`src/system_control_pkg.sv`:
```
/*
  Package for the system-control register bank: byte offsets, field positions,
  reset values and vector codes shared by the bank and its helper modules.
  Assumes a 16-bit memory bus with byte addressing.
*/
package sys_regs_pkg;
  localparam logic [15:0] SYS_BASE = 16'h0180;
  localparam logic [15:0] PIN_CTRL_ADDR = 16'h0104;
  localparam logic [4:0] OFF_SYS_CONTROL = 5'h00;
  localparam logic [4:0] OFF_MBCTL = 5'h06;
  localparam logic [4:0] OFF_MBIN0 = 5'h08;
  localparam logic [4:0] OFF_MBIN1 = 5'h0A;
  localparam logic [4:0] OFF_MBOUT0 = 5'h0C;
  localparam logic [4:0] OFF_MBOUT1 = 5'h0E;
  localparam logic [4:0] OFF_UNIV = 5'h1A;
  localparam logic [4:0] OFF_SNIV = 5'h1C;
  localparam logic [4:0] OFF_RSTIV = 5'h1E;
  localparam logic [4:0] OFF_WDT_FLAG = 5'h1F;
  localparam logic [15:0] SYS_CONTROL_RST = 16'h0000;
  localparam logic [15:0] MBCTL_RST = 16'h000C;
  localparam logic [15:0] PIN_CTRL_RST = 16'h001C;
  localparam logic [15:0] PIN_CTRL_MASK = 16'h001F;
  localparam logic [15:0] SYS_CONTROL_MASK = 16'h0025;
  localparam logic [15:0] MBCTL_WMASK = 16'h00D3;
  localparam int BIT_FILTER = 4;
  localparam int BIT_PULLEN = 3;
  localparam int BIT_PULLUP = 2;
  localparam int BIT_EDGE = 1;
  localparam int BIT_NMISEL = 0;
  localparam int BIT_OUT1FG = 3;
  localparam int BIT_OUT0FG = 2;
  localparam int BIT_IN1FG = 1;
  localparam int BIT_IN0FG = 0;
  localparam int BIT_IN1_KEEP = 7;
  localparam int BIT_IN0_KEEP = 6;
  localparam int BIT_WDT_WRITE = 8;
  localparam logic [15:0] VEC_NONE = 16'h0000;
  localparam logic [15:0] VEC_MBIN = 16'h0002;
  localparam logic [15:0] VEC_MBOUT = 16'h0004;
  localparam logic [15:0] VEC_WDT_RESET = 16'h0016;
  localparam logic [15:0] VEC_POR = 16'h0002;
  localparam logic [15:0] ZERO16 = 16'h0000;
endpackage

```
`src/byte_merge.sv`:
```
/*
  Byte-lane merge of a bus write into a 16-bit register value.
  Assumes lane enables already reflect byte or word access.
*/
`timescale 1ns/1ps
module byte_merge
  import sys_regs_pkg::*;
(
  // Inputs
  input wire logic [15:0] oldValue,
  input wire logic [15:0] writeData,
  input wire logic [1:0] laneEnable,
  input wire logic [15:0] writeMask,
  // Result
  output logic [15:0] merged
);
  logic [15:0] laneMask;
  // Low lane covers bits 7:0, high lane bits 15:8
  assign laneMask = {{8{laneEnable[1]}}, {8{laneEnable[0]}}} & writeMask;
  assign merged = (oldValue & ~laneMask) | (writeData & laneMask);
endmodule

```
`src/pin_edge_detect.sv`:
```
/*
  Edge detector for the reset/NMI pin in NMI role.
  Assumes the pin level is already synchronous to clock.
*/
`timescale 1ns/1ps
module pin_edge_detect (
  // Clock and reset
  input wire logic clock,
  input wire logic rst,
  // Pin and control
  input wire logic pinLevel,
  input wire logic fallingSel,
  // Event
  output logic edgeSeen
);
  typedef struct packed {
    logic last;
  } edge_state_t;
  edge_state_t st, next_st;
  // Track previous level
  always_comb begin
    next_st.last = pinLevel;
  end
  always_ff @(posedge clock or posedge rst) begin
    // Pin idles high under the default pull-up; a zero here would invent a rising edge
    if (rst) begin
      st <= '{last: 1'b1};
    end else begin
      st <= next_st;
    end
  end
  // Edge choice only picks which level change counts; toggling it alone raises no event
  assign edgeSeen = fallingSel ? (st.last & ~pinLevel) : (~st.last & pinLevel);
endmodule

```
`src/sys_reset_pin_control_regs.sv`:
```
/*
  System-control register bank: reset/NMI pin control, watchdog flag handling,
  system control, mailbox registers and the three vector generators.
  Assumes a single-cycle 16-bit memory bus with byte lanes and synchronous inputs.
*/
`timescale 1ns/1ps
module sys_reset_pin_control_regs
  import sys_regs_pkg::*;
(
  // Clock and reset
  input wire logic clock,
  input wire logic rst,
  // Memory bus
  input wire logic [15:0] busAddr,
  input wire logic busWrite,
  input wire logic busRead,
  input wire logic busByte,
  input wire logic [15:0] busWriteData,
  output logic [15:0] busReadData,
  // Watchdog
  input wire logic watchdogIntervalMode,
  input wire logic watchdogEvent,
  input wire logic watchdogServiced,
  input wire logic watchdogResetCause,
  output logic watchdogIrqFlag,
  // Mailbox link side
  input wire logic mailboxInWrite0,
  input wire logic mailboxInWrite1,
  input wire logic [15:0] mailboxInData,
  input wire logic mailboxOutRead0,
  input wire logic mailboxOutRead1,
  output logic mailboxIrqPending,
  // Reset/NMI pin
  input wire logic pinLevel,
  output logic pinFilterActive,
  output logic pinResistorEnable,
  output logic pinPullDirection,
  output logic nmiEdgeSelect,
  output logic pinFunctionSelect,
  output logic pinResetRequest,
  output logic nmiEvent
);
  typedef struct packed {
    logic [15:0] pinCtrl;
    logic [15:0] sysCtrl;
    logic [15:0] mbCtrl;
    logic [15:0] mbIn0;
    logic [15:0] mbIn1;
    logic [15:0] mbOut0;
    logic [15:0] mbOut1;
    logic wdtFlag;
    logic wdtCaused;
    logic porCause;
    logic [15:0] readData;
  } regs_state_t;
  regs_state_t st, next_st;

  // Shared offset decode, used for both reads and writes
  function automatic logic hit(input logic [15:0] addr, input logic [4:0] off);
    hit = (addr[15:1] == (SYS_BASE[15:1] + {11'h000, off[4:1]}));
  endfunction

  logic [1:0] lanes;
  logic [15:0] mergedPin, mergedSys, mergedMbc, mergedIn0, mergedIn1, mergedOut0, mergedOut1;
  logic edgeSeen;
  logic [15:0] univValue;

  // Byte lane from address bit 0 on byte access
  // lane steering
  assign lanes = busByte ? (busAddr[0] ? 2'b10 : 2'b01) : 2'b11;

  byte_merge mergePinU (.oldValue(st.pinCtrl), .writeData(busWriteData), .laneEnable(lanes),
    .writeMask(PIN_CTRL_MASK), .merged(mergedPin));
  byte_merge mergeSysU (.oldValue(st.sysCtrl), .writeData(busWriteData), .laneEnable(lanes),
    .writeMask(SYS_CONTROL_MASK), .merged(mergedSys));
  byte_merge mergeMbcU (.oldValue(st.mbCtrl), .writeData(busWriteData), .laneEnable(lanes),
    .writeMask(MBCTL_WMASK), .merged(mergedMbc));
  byte_merge mergeIn0U (.oldValue(st.mbIn0), .writeData(busWriteData), .laneEnable(lanes),
    .writeMask(~ZERO16), .merged(mergedIn0));
  byte_merge mergeIn1U (.oldValue(st.mbIn1), .writeData(busWriteData), .laneEnable(lanes),
    .writeMask(~ZERO16), .merged(mergedIn1));
  byte_merge mergeOut0U (.oldValue(st.mbOut0), .writeData(busWriteData), .laneEnable(lanes),
    .writeMask(~ZERO16), .merged(mergedOut0));
  byte_merge mergeOut1U (.oldValue(st.mbOut1), .writeData(busWriteData), .laneEnable(lanes),
    .writeMask(~ZERO16), .merged(mergedOut1));

  // NMI edge detection on the pin
  pin_edge_detect edgeU (
    .clock(clock),
    .rst(rst),
    .pinLevel(pinLevel),
    .fallingSel(st.pinCtrl[BIT_EDGE]),
    .edgeSeen(edgeSeen)
  );

  // User vector: input mailbox has priority over output mailbox
  assign univValue = (st.mbCtrl[BIT_IN0FG] | st.mbCtrl[BIT_IN1FG]) ? VEC_MBIN :
    ((st.mbCtrl[BIT_OUT0FG] & st.mbCtrl[BIT_OUT1FG]) ? VEC_MBOUT : VEC_NONE);

  // Next state: writes, hardware events and read side effects
  always_comb begin
    next_st = st;
    if (busWrite && hit(busAddr, OFF_SYS_CONTROL)) begin
      next_st.sysCtrl = mergedSys;
    end
    if (busWrite && busAddr == PIN_CTRL_ADDR) begin
      next_st.pinCtrl = mergedPin;
    end else if (busWrite && busAddr == (PIN_CTRL_ADDR + 16'h0001) && busByte) begin
      next_st.pinCtrl = mergedPin;
    end
    if (busWrite && hit(busAddr, OFF_MBCTL)) begin
      next_st.mbCtrl = mergedMbc | (st.mbCtrl & ~MBCTL_WMASK);
    end
    if (busWrite && hit(busAddr, OFF_MBIN0)) begin
      next_st.mbIn0 = mergedIn0;
    end
    if (busWrite && hit(busAddr, OFF_MBIN1)) begin
      next_st.mbIn1 = mergedIn1;
    end
    if (busWrite && hit(busAddr, OFF_MBOUT0)) begin
      next_st.mbOut0 = mergedOut0;
      if (lanes[1]) begin
        next_st.mbCtrl[BIT_OUT0FG] = 1'b0;
      end
    end
    if (busWrite && hit(busAddr, OFF_MBOUT1)) begin
      next_st.mbOut1 = mergedOut1;
      if (lanes[1]) begin
        next_st.mbCtrl[BIT_OUT1FG] = 1'b0;
      end
    end
    // vector writes ignored
    // Reads of mailbox inputs auto-clear unless disabled
    if (busRead && hit(busAddr, OFF_MBIN0) && !st.mbCtrl[BIT_IN0_KEEP]) begin
      next_st.mbCtrl[BIT_IN0FG] = 1'b0;
    end
    if (busRead && hit(busAddr, OFF_MBIN1) && !st.mbCtrl[BIT_IN1_KEEP]) begin
      next_st.mbCtrl[BIT_IN1FG] = 1'b0;
    end
    if (busRead && hit(busAddr, OFF_UNIV)) begin
      if (univValue == VEC_MBIN) begin
        next_st.mbCtrl[BIT_IN0FG] = 1'b0;
        next_st.mbCtrl[BIT_IN1FG] = 1'b0;
      end else if (univValue == VEC_MBOUT) begin
        next_st.mbCtrl[BIT_OUT0FG] = 1'b0;
        next_st.mbCtrl[BIT_OUT1FG] = 1'b0;
      end
    end
    // Link side sets win over software clears
    if (mailboxInWrite0) begin
      next_st.mbIn0 = mailboxInData;
      next_st.mbCtrl[BIT_IN0FG] = 1'b1;
    end
    if (mailboxInWrite1) begin
      next_st.mbIn1 = mailboxInData;
      next_st.mbCtrl[BIT_IN1FG] = 1'b1;
    end
    if (mailboxOutRead0) begin
      next_st.mbCtrl[BIT_OUT0FG] = 1'b1;
    end
    if (mailboxOutRead1) begin
      next_st.mbCtrl[BIT_OUT1FG] = 1'b1;
    end
    // Watchdog flag handling
    if (!watchdogIntervalMode) begin
      if (watchdogEvent) begin
        next_st.wdtFlag = 1'b0;
      end
    end else begin
      if (watchdogServiced) begin
        next_st.wdtFlag = 1'b0;
      end
      // Odd byte address only, so the flag bit rides in the high data lane;
      // a word write to the reset vector must not reach the flag
      if (busWrite && busByte && busAddr == (SYS_BASE + {11'h000, OFF_WDT_FLAG})) begin
        next_st.wdtFlag = busWriteData[BIT_WDT_WRITE];
      end
      if (watchdogEvent) begin
        next_st.wdtFlag = 1'b1;
      end
    end
    // A reset vector read clears only the cause that it reports
    if (busRead && hit(busAddr, OFF_RSTIV)) begin
      if (st.wdtCaused) begin
        next_st.wdtCaused = 1'b0;
      end else begin
        next_st.porCause = 1'b0;
      end
    end
    if (watchdogResetCause) begin
      next_st.wdtCaused = 1'b1;
    end
    // Registered read data
    next_st.readData = ZERO16;
    if (busRead) begin
      if (busAddr[15:1] == PIN_CTRL_ADDR[15:1]) begin
        next_st.readData = st.pinCtrl & PIN_CTRL_MASK;
      end else if (hit(busAddr, OFF_SYS_CONTROL)) begin
        next_st.readData = st.sysCtrl;
      end else if (hit(busAddr, OFF_MBCTL)) begin
        next_st.readData = st.mbCtrl;
      end else if (hit(busAddr, OFF_MBIN0)) begin
        next_st.readData = st.mbIn0;
      end else if (hit(busAddr, OFF_MBIN1)) begin
        next_st.readData = st.mbIn1;
      end else if (hit(busAddr, OFF_MBOUT0)) begin
        next_st.readData = st.mbOut0;
      end else if (hit(busAddr, OFF_MBOUT1)) begin
        next_st.readData = st.mbOut1;
      end else if (hit(busAddr, OFF_UNIV)) begin
        next_st.readData = univValue;
      end else if (hit(busAddr, OFF_RSTIV)) begin
        // watchdog cause reported
        // Newest cause first; the power-on cause waits behind it
        next_st.readData = st.wdtCaused ? VEC_WDT_RESET : (st.porCause ? VEC_POR : VEC_NONE);
      end
    end
  end

  // State register
  always_ff @(posedge clock or posedge rst) begin
    if (rst) begin
      st.pinCtrl <= PIN_CTRL_RST;
      st.sysCtrl <= SYS_CONTROL_RST;
      st.mbCtrl <= MBCTL_RST;
      st.mbIn0 <= ZERO16;
      st.mbIn1 <= ZERO16;
      st.mbOut0 <= ZERO16;
      st.mbOut1 <= ZERO16;
      st.wdtFlag <= 1'b0;
      st.wdtCaused <= 1'b0;
      st.porCause <= 1'b1;
      st.readData <= ZERO16;
    end else begin
      st <= next_st;
    end
  end

  // Outputs
  assign busReadData = st.readData;
  assign watchdogIrqFlag = st.wdtFlag;
  assign mailboxIrqPending = (univValue != VEC_NONE);
  assign pinFilterActive = st.pinCtrl[BIT_FILTER] & ~st.pinCtrl[BIT_NMISEL];
  assign pinResistorEnable = st.pinCtrl[BIT_PULLEN];
  assign pinPullDirection = st.pinCtrl[BIT_PULLUP];
  assign nmiEdgeSelect = st.pinCtrl[BIT_EDGE];
  assign pinFunctionSelect = st.pinCtrl[BIT_NMISEL];
  assign pinResetRequest = ~st.pinCtrl[BIT_NMISEL] & ~pinLevel;
  // edge events only in NMI role
  assign nmiEvent = st.pinCtrl[BIT_NMISEL] & edgeSeen;
endmodule

```
`config.mk`:
```
export PLATFORM = sky130hd
export DESIGN_NAME = sys_reset_pin_control_regs
export DESIGN_NICKNAME = d
export VERILOG_FILES = /design/src/system_control_pkg.sv /design/src/byte_merge.sv /design/src/pin_edge_detect.sv /design/src/sys_reset_pin_control_regs.sv
export SDC_FILE = /design/constraint.sdc
export NUM_CORES = 1
export LEC_CHECK = 0
export BUFFER_PORTS_ARGS = -buffer_cell sky130_fd_sc_hd__buf_2
export CORE_UTILIZATION = 40
export DETAILED_ROUTE_END_ITERATION = 8
export HOLD_SLACK_MARGIN = 0.1
export SETUP_SLACK_MARGIN = 0.4
export SLEW_MARGIN = 10
export SYNTH_ARGS = -nofsm -noshare
export SYNTH_HDL_FRONTEND = slang
export SYNTH_SLANG_ARGS = --single-unit
```
`constraint.sdc`:
```
create_clock -name clock -period 3.2 [get_ports clock]
set_input_delay 0.32 -clock clock [delete_from_list [all_inputs] [get_ports clock]]
set_output_delay 0.32 -clock clock [all_outputs]
set_load 0.02 [all_outputs]
```
* Yosys cells after proc, flatten, opt, wreduce, memory -nomap -nowiden
Cells that the tools add are included.
Storage, ports and cells: register bits 132, bits of input ports 62, output and inout bits 25, logic and storage cells 134
Operators by class: eq/ne operators 14, mux-type cells 45, bitwise logic cells 34, reductions and logical operators 28
Operator list (count):
- $mux W16 | 13
- $eq A15 B8 Y1 const B | 9
- $and A16 B16 Y16 | 8
- $or A16 B16 Y16 | 8
- $eq A16 B9 Y1 const B | 3
- $logic_and A1 B1 Y1 | 17
- $mux W1 | 17
- $mux W17 | 1
- $and A16 B5 Y16 | 1
- $and A16 B6 Y16 | 1
- $and A16 B8 Y16 | 1
- $not A16 Y16 | 1
- $not A5 Y16 | 1
- $not A6 Y16 | 1
- $not A8 Y16 | 1
- $reduce_bool A16 Y1 | 1
- $mux W5 | 3
- $mux W2 | 7
- $reduce_bool A2 Y1 | 5
- $mux W4 | 2
- $and A1 B1 Y1 | 6
- $mux W3 | 2
- $not A1 Y1 | 4
- $reduce_and A2 Y1 | 2
- 5 further kinds | 6

* Longest topological paths before layout
depth in word-level cells 13, depth in mapped cells 8, gate-level depth less buffers 5

* Hierarchy
Synthesis repeated with hierarchy kept, for this count alone.
Second synthesis, totals: cells, all modules 802, area, all modules 8898.5 sq um
By module, submodules not included:
- sys_reset_pin_control_regs | instances 1, cells an instance 559, area each 6586.3 sq um, sequential area each 3285.7 sq um
- byte_merge | instances 7, cells an instance 34, area each 322.8 sq um, sequential area each 0.0 sq um
- pin_edge_detect | instances 1, cells an instance 5, area each 52.6 sq um, sequential area each 26.3 sq um

* Least setup slack after synthesis
No wires, ideal clock.
path type input-to-reg, start point in busAddr[11], end point reg st[101] in the netlist's numbering, setup time 0.125 ns, arrival time 1.883 ns, data required time 3.075 ns, setup slack 1.192 ns, cell stages on the path 5, path buffers 0, path through or4_4 > nor2_1 > nand3_1 > nor3b_1 > mux2_2
Between the ends: word-level cells in the longest chain between the ends 2
RTL lines:
- start: declaration | line sys_reset_pin_control_regs.sv:14 | input wire logic [15:0] busAddr,
- $eq A15 B8 Y1 | line sys_reset_pin_control_regs.sv:60 | hit = (addr[15:1] == (SYS_BASE[15:1] + {11'h000, off[4:1]}));
- $logic_and A1 B1 Y1 | line sys_reset_pin_control_regs.sv:103 | if (busWrite && hit(busAddr, OFF_SYS_CONTROL)) begin
- end signal: assignment | line sys_reset_pin_control_regs.sv:235 | st <= next_st;
- end: declaration | line sys_reset_pin_control_regs.sv:56 | regs_state_t st, next_st;
No other way between the ends. A chain may end at the register's enable or synchronous reset.

* Worst setup path in the final report
start point in busAddr[11], end point reg st[82] in the netlist's numbering
Between the ends: word-level cells in the longest chain between the ends 3
RTL lines:
- $eq A15 B8 Y1 | line sys_reset_pin_control_regs.sv:60
- $logic_and A1 B1 Y1 | line sys_reset_pin_control_regs.sv:114 | if (busWrite && hit(busAddr, OFF_MBIN0)) begin
- $reduce_bool A2 Y1 (no line)
No other way between the ends.

==> metrics.md <==
| Metric | Value |
|---|---|
| DRC viols | `0` |
| DP HPWL | `10.1 mm` |
| Final-report hold violation count | `0` |
| Post-synth EDFFs | `0` |
| Ys async rst share | `100%` |
| Reg2reg path depth | `5` |
| RD Place Congestion | `0.889` |
| Yosys reg bits | `99` |
| Hold WC Path Type | `input port to flop` |
| Synthesized area | `5000 um^2` |
| Vias in the first global route | `3,970` |
| Ratio of cells with drive above 1 in the final layout | `31.7%` |
| Core area | `12,100 um^2` |
| Pwr Total | `2590 uW` |
| Critical Path RT | `3.37 ns` |
| Clock buffer depth | `2` |
| Via count | `4,122` |
| Initial Util | `41.3%` |
| Largest net degree at the start of global routing | `46` |
| Clock skew | `0.00585 ns` |
| Critical Path Max Stage Delay | `0.61 ns` |
| Gr usage total | `22.5%` |
| Final ANT Viol Nets | `0` |
| Clk root buf | `clkbuf_16` |
| Commonest non-fill, non-tap cell in the layout | `dfrtp_1` |
| Port buffer count | `86` |
| RSZ-0062 raised after global routing | `false` |
| Final Cycle Share | `71.3%` |
| # setup viols final | `0` |
| Layout net count | `625` |
| Most frequent cells in the layout | `dfrtp_1 (92), buf_2 (86), nand2_1 (55)` |
| Global-route wire length before repair | `21.8 mm` |
| Num rows | `40` |
| Syn Area/Cell | `10.1 um^2` |
| Syn-to-layout area delta | `16.2%` |
| Static Leakage | `0.00260 uW` |
| CTS Sinks | `99` |
| Synth cell types | `59` |
| Capture point of the worst reg-to-reg path | `busReadData[2]$_DFF_PP0_` |
| Data arrival time of the worst path | `2.45 ns` |
| CTS tree | `yes` |
| Die area | `13,000 um^2` |
| Worst-margin pin slew | `1.13 ns` |
| Hold endpoint | `st[17]$_DFFE_PP0P_` |
| Max-Cap Viols | `0` |
| Die H | `114 um` |
| Fillcell total | `1,171` |
| Worst hold path depth | `2` |
| Status | `finished clean` |
| Die Wd | `114 um` |
| Register area share after synthesis | `49.7%` |
| Max_slew headroom | `25.0%` |
| Worst Path Max Fanout | `16` |
| Fmax | `0.439 GHz` |
| Vias per cell | `5.60` |
| Initial antenna violation count | `0` |
| CP Launch Type | `input port` |
| Util after Layout | `48.0%` |
| Drt wl/cell | `18.8 um` |
| Max Transition Viols Final | `0` |
| Post-synth top area share | `46.0%` |
| Synth area leaders | `dfrtp_1 (46%), mux2_2 (11%), a21oi_1 (5.2%), nand2_1 (4.1%), o21ai_0 (4.0%)` |
| Routed wire length | `13.9 mm` |
| Kind of end point of the critical path | `flop` |
| R2R setup slack | `1.31 ns` |
| DR pass1 iterations | `5` |
| Top_reg_cell synth | `dfrtp_1` |
| Antenna diode count | `0` |
| Crit-path slowest cell | `nor4_2` |
| I/O pins | `87` |
| GRT overflow | `0` |
| Worst-skew pair later-pin latency | `0.35 ns` |
| Reg2reg start | `st[83]$_DFF_PP0_` |
| Setup tns final | `0 ns` |
| Peak supply drop | `0.000237 V` |
| Worst path cell trace | `buf_2 -> or4_4 -> nor4_2 -> a21oi_1 -> nand2_1 -> o21ai_0` |
| H-tree Lvls | `3` |
| Min-delay src | `watchdogResetCause` |
| Yosys warns | `0` |
| Syn Nets | `556` |
| Power Dens Cells | `446 nW/um^2` |
| WS Path Type | `input port to flop` |
| Tmin final | `2.28 ns` |
| Mapped Cells | `494` |
| Detailed Route Iter0 Violations | `295` |
| Cell taking the most area after synthesis | `dfrtp_1` |
| CTS clk-pin slew, worst paths | `0.07 ns` |
| Worst Setup SP | `busAddr[11]` |
| Total CTS buffers | `9` |
==> timing repair <==
item	CTS	global route
setup buffers	0	0
hold endpoints to repair	1	0
hold buffers	1	0
resized for setup	0	0
endpoints found under the setup margin	0	0
==> worst max-delay path: cells and delay by family <==
family	cells	cell delay [ns]
and+or+nand+nor	3	1.40
AOI/OAI and AO/OA	2	0.61
buffers and inverters	1	0.12
==> power by group <==
| group | leakage [uW] | internal, uW | switching, uW |
|---|---|---|---|
| combinational | 0.00117 | 86.3 | 164 |
| clock | 0.000137 | 548 | 474 |
| sequential | 0.00130 | 1300 | 25.8 |
| total | 0.00260 | 1930 | 663 |
==> worst max-delay path by stage <==
stage / endpoint / slack, ns / cells past startpoint
floorplan: st[101]$_DFFE_PP0P_ / 1.19 / 5
detailed placement: st[77]$_DFFE_PP0P_ / 0.59 / 6
CTS: st[82]$_DFFE_PP0P_ / 0.91 / 6
global route: st[73]$_DFFE_PP0P_ / 0.75 / 5
finish: st[82]$_DFFE_PP0P_ / 0.92 / 6
global placement: st[79]$_DFFE_PP0P_ / 0.65 / 6
==> area by class of cell <==
cell class	count	area, um^2	area share [%]
inverters	3	15.0	0.258
clock inverters	4	23.8	0.409
repair buffers	99	531	9.12
multi-input cells	351	2300	39.6
clock buffers	12	246	4.24
flip-flops and latches	99	2490	42.7
well taps	168	210	3.61
==> cells by family (layout without fill, tap and decap cells) <==
| logic type | after synthesis | after routing | synth area share, % |
|---|---|---|---|
| and+or+nand+nor | 160 | 160 | 17.6 |
| AOI/OAI and AO/OA | 143 | 143 | 17.4 |
| DFF | 99 | 99 | 49.7 |
| muxes | 48 | 48 | 10.8 |
| buffers and inverters | 44 | 118 | 4.55 |
==> routing by layer <==
| layer | wire [um] | vias up | GRT usage [%] | share of wire, % |
|---|---|---|---|---|
| met5 | 0 | - | 0 | 0 |
| met2 | 6140 | 158 | 33.9 | 44 |
| li1 | - | 1940 | - | - |
| met4 | 216 | 0 | 7.88 | 1.6 |
| met1 | 6650 | 2006 | 33.3 | 48 |
| met3 | 856 | 18 | 2.71 | 6.2 |
==> stage by stage <==
step / setup slack [ns] / instances / area (um^2) / hold slack (ns)
2_1_floorplan: 1.19 / 494 / 5010 / 0.324
3_5_place_dp: 0.589 / 719 / 5540 / 0.449
4_1_cts: 0.911 / 736 / 5820 / 0.150
6_report: 0.920 / 736 / 5820 / 0.149
5_1_grt: 0.748 / 736 / 5820 / 0.171
3_3_place_gp: 0.651 / 719 / 5540 / 0.447
==> Yosys cell counts (2+ instances only) <==
cell type,n
nor3_1,3
nand4_1,4
buf_4,16
mux2_2,47
nand2b_1,5
and3_1,3
o21ai_0,40
nor4bb_1,2
a31o_1,2
clkbuf_1,22
nand2_1,55
nor2b_1,4
nor2_1,27
a32o_1,2
and2_1,2
and4_1,3
a22oi_1,23
a21oi_1,52
o31ai_1,2
dfstp_2,7
nand3_1,10
o2bb2ai_1,2
nor4_1,5
or4_1,3
inv_1,3
a31oi_1,2
a21o_1,4
nor3b_1,17
dfrtp_1,92
nor3_2,2
buf_2,2
a222oi_1,3
a2bb2oi_1,2
==> registers in the layout, indices dropped and copies added (netlist names) <==
name and cells:
busReadData 16, edgeU.st 1, nmiEdgeSelect 1, pinFunctionSelect 1, pinPullDirection 1, pinResistorEnable 1, st 77, watchdogIrqFlag 1
Note: power is estimated with default switching activity, not from simulation.
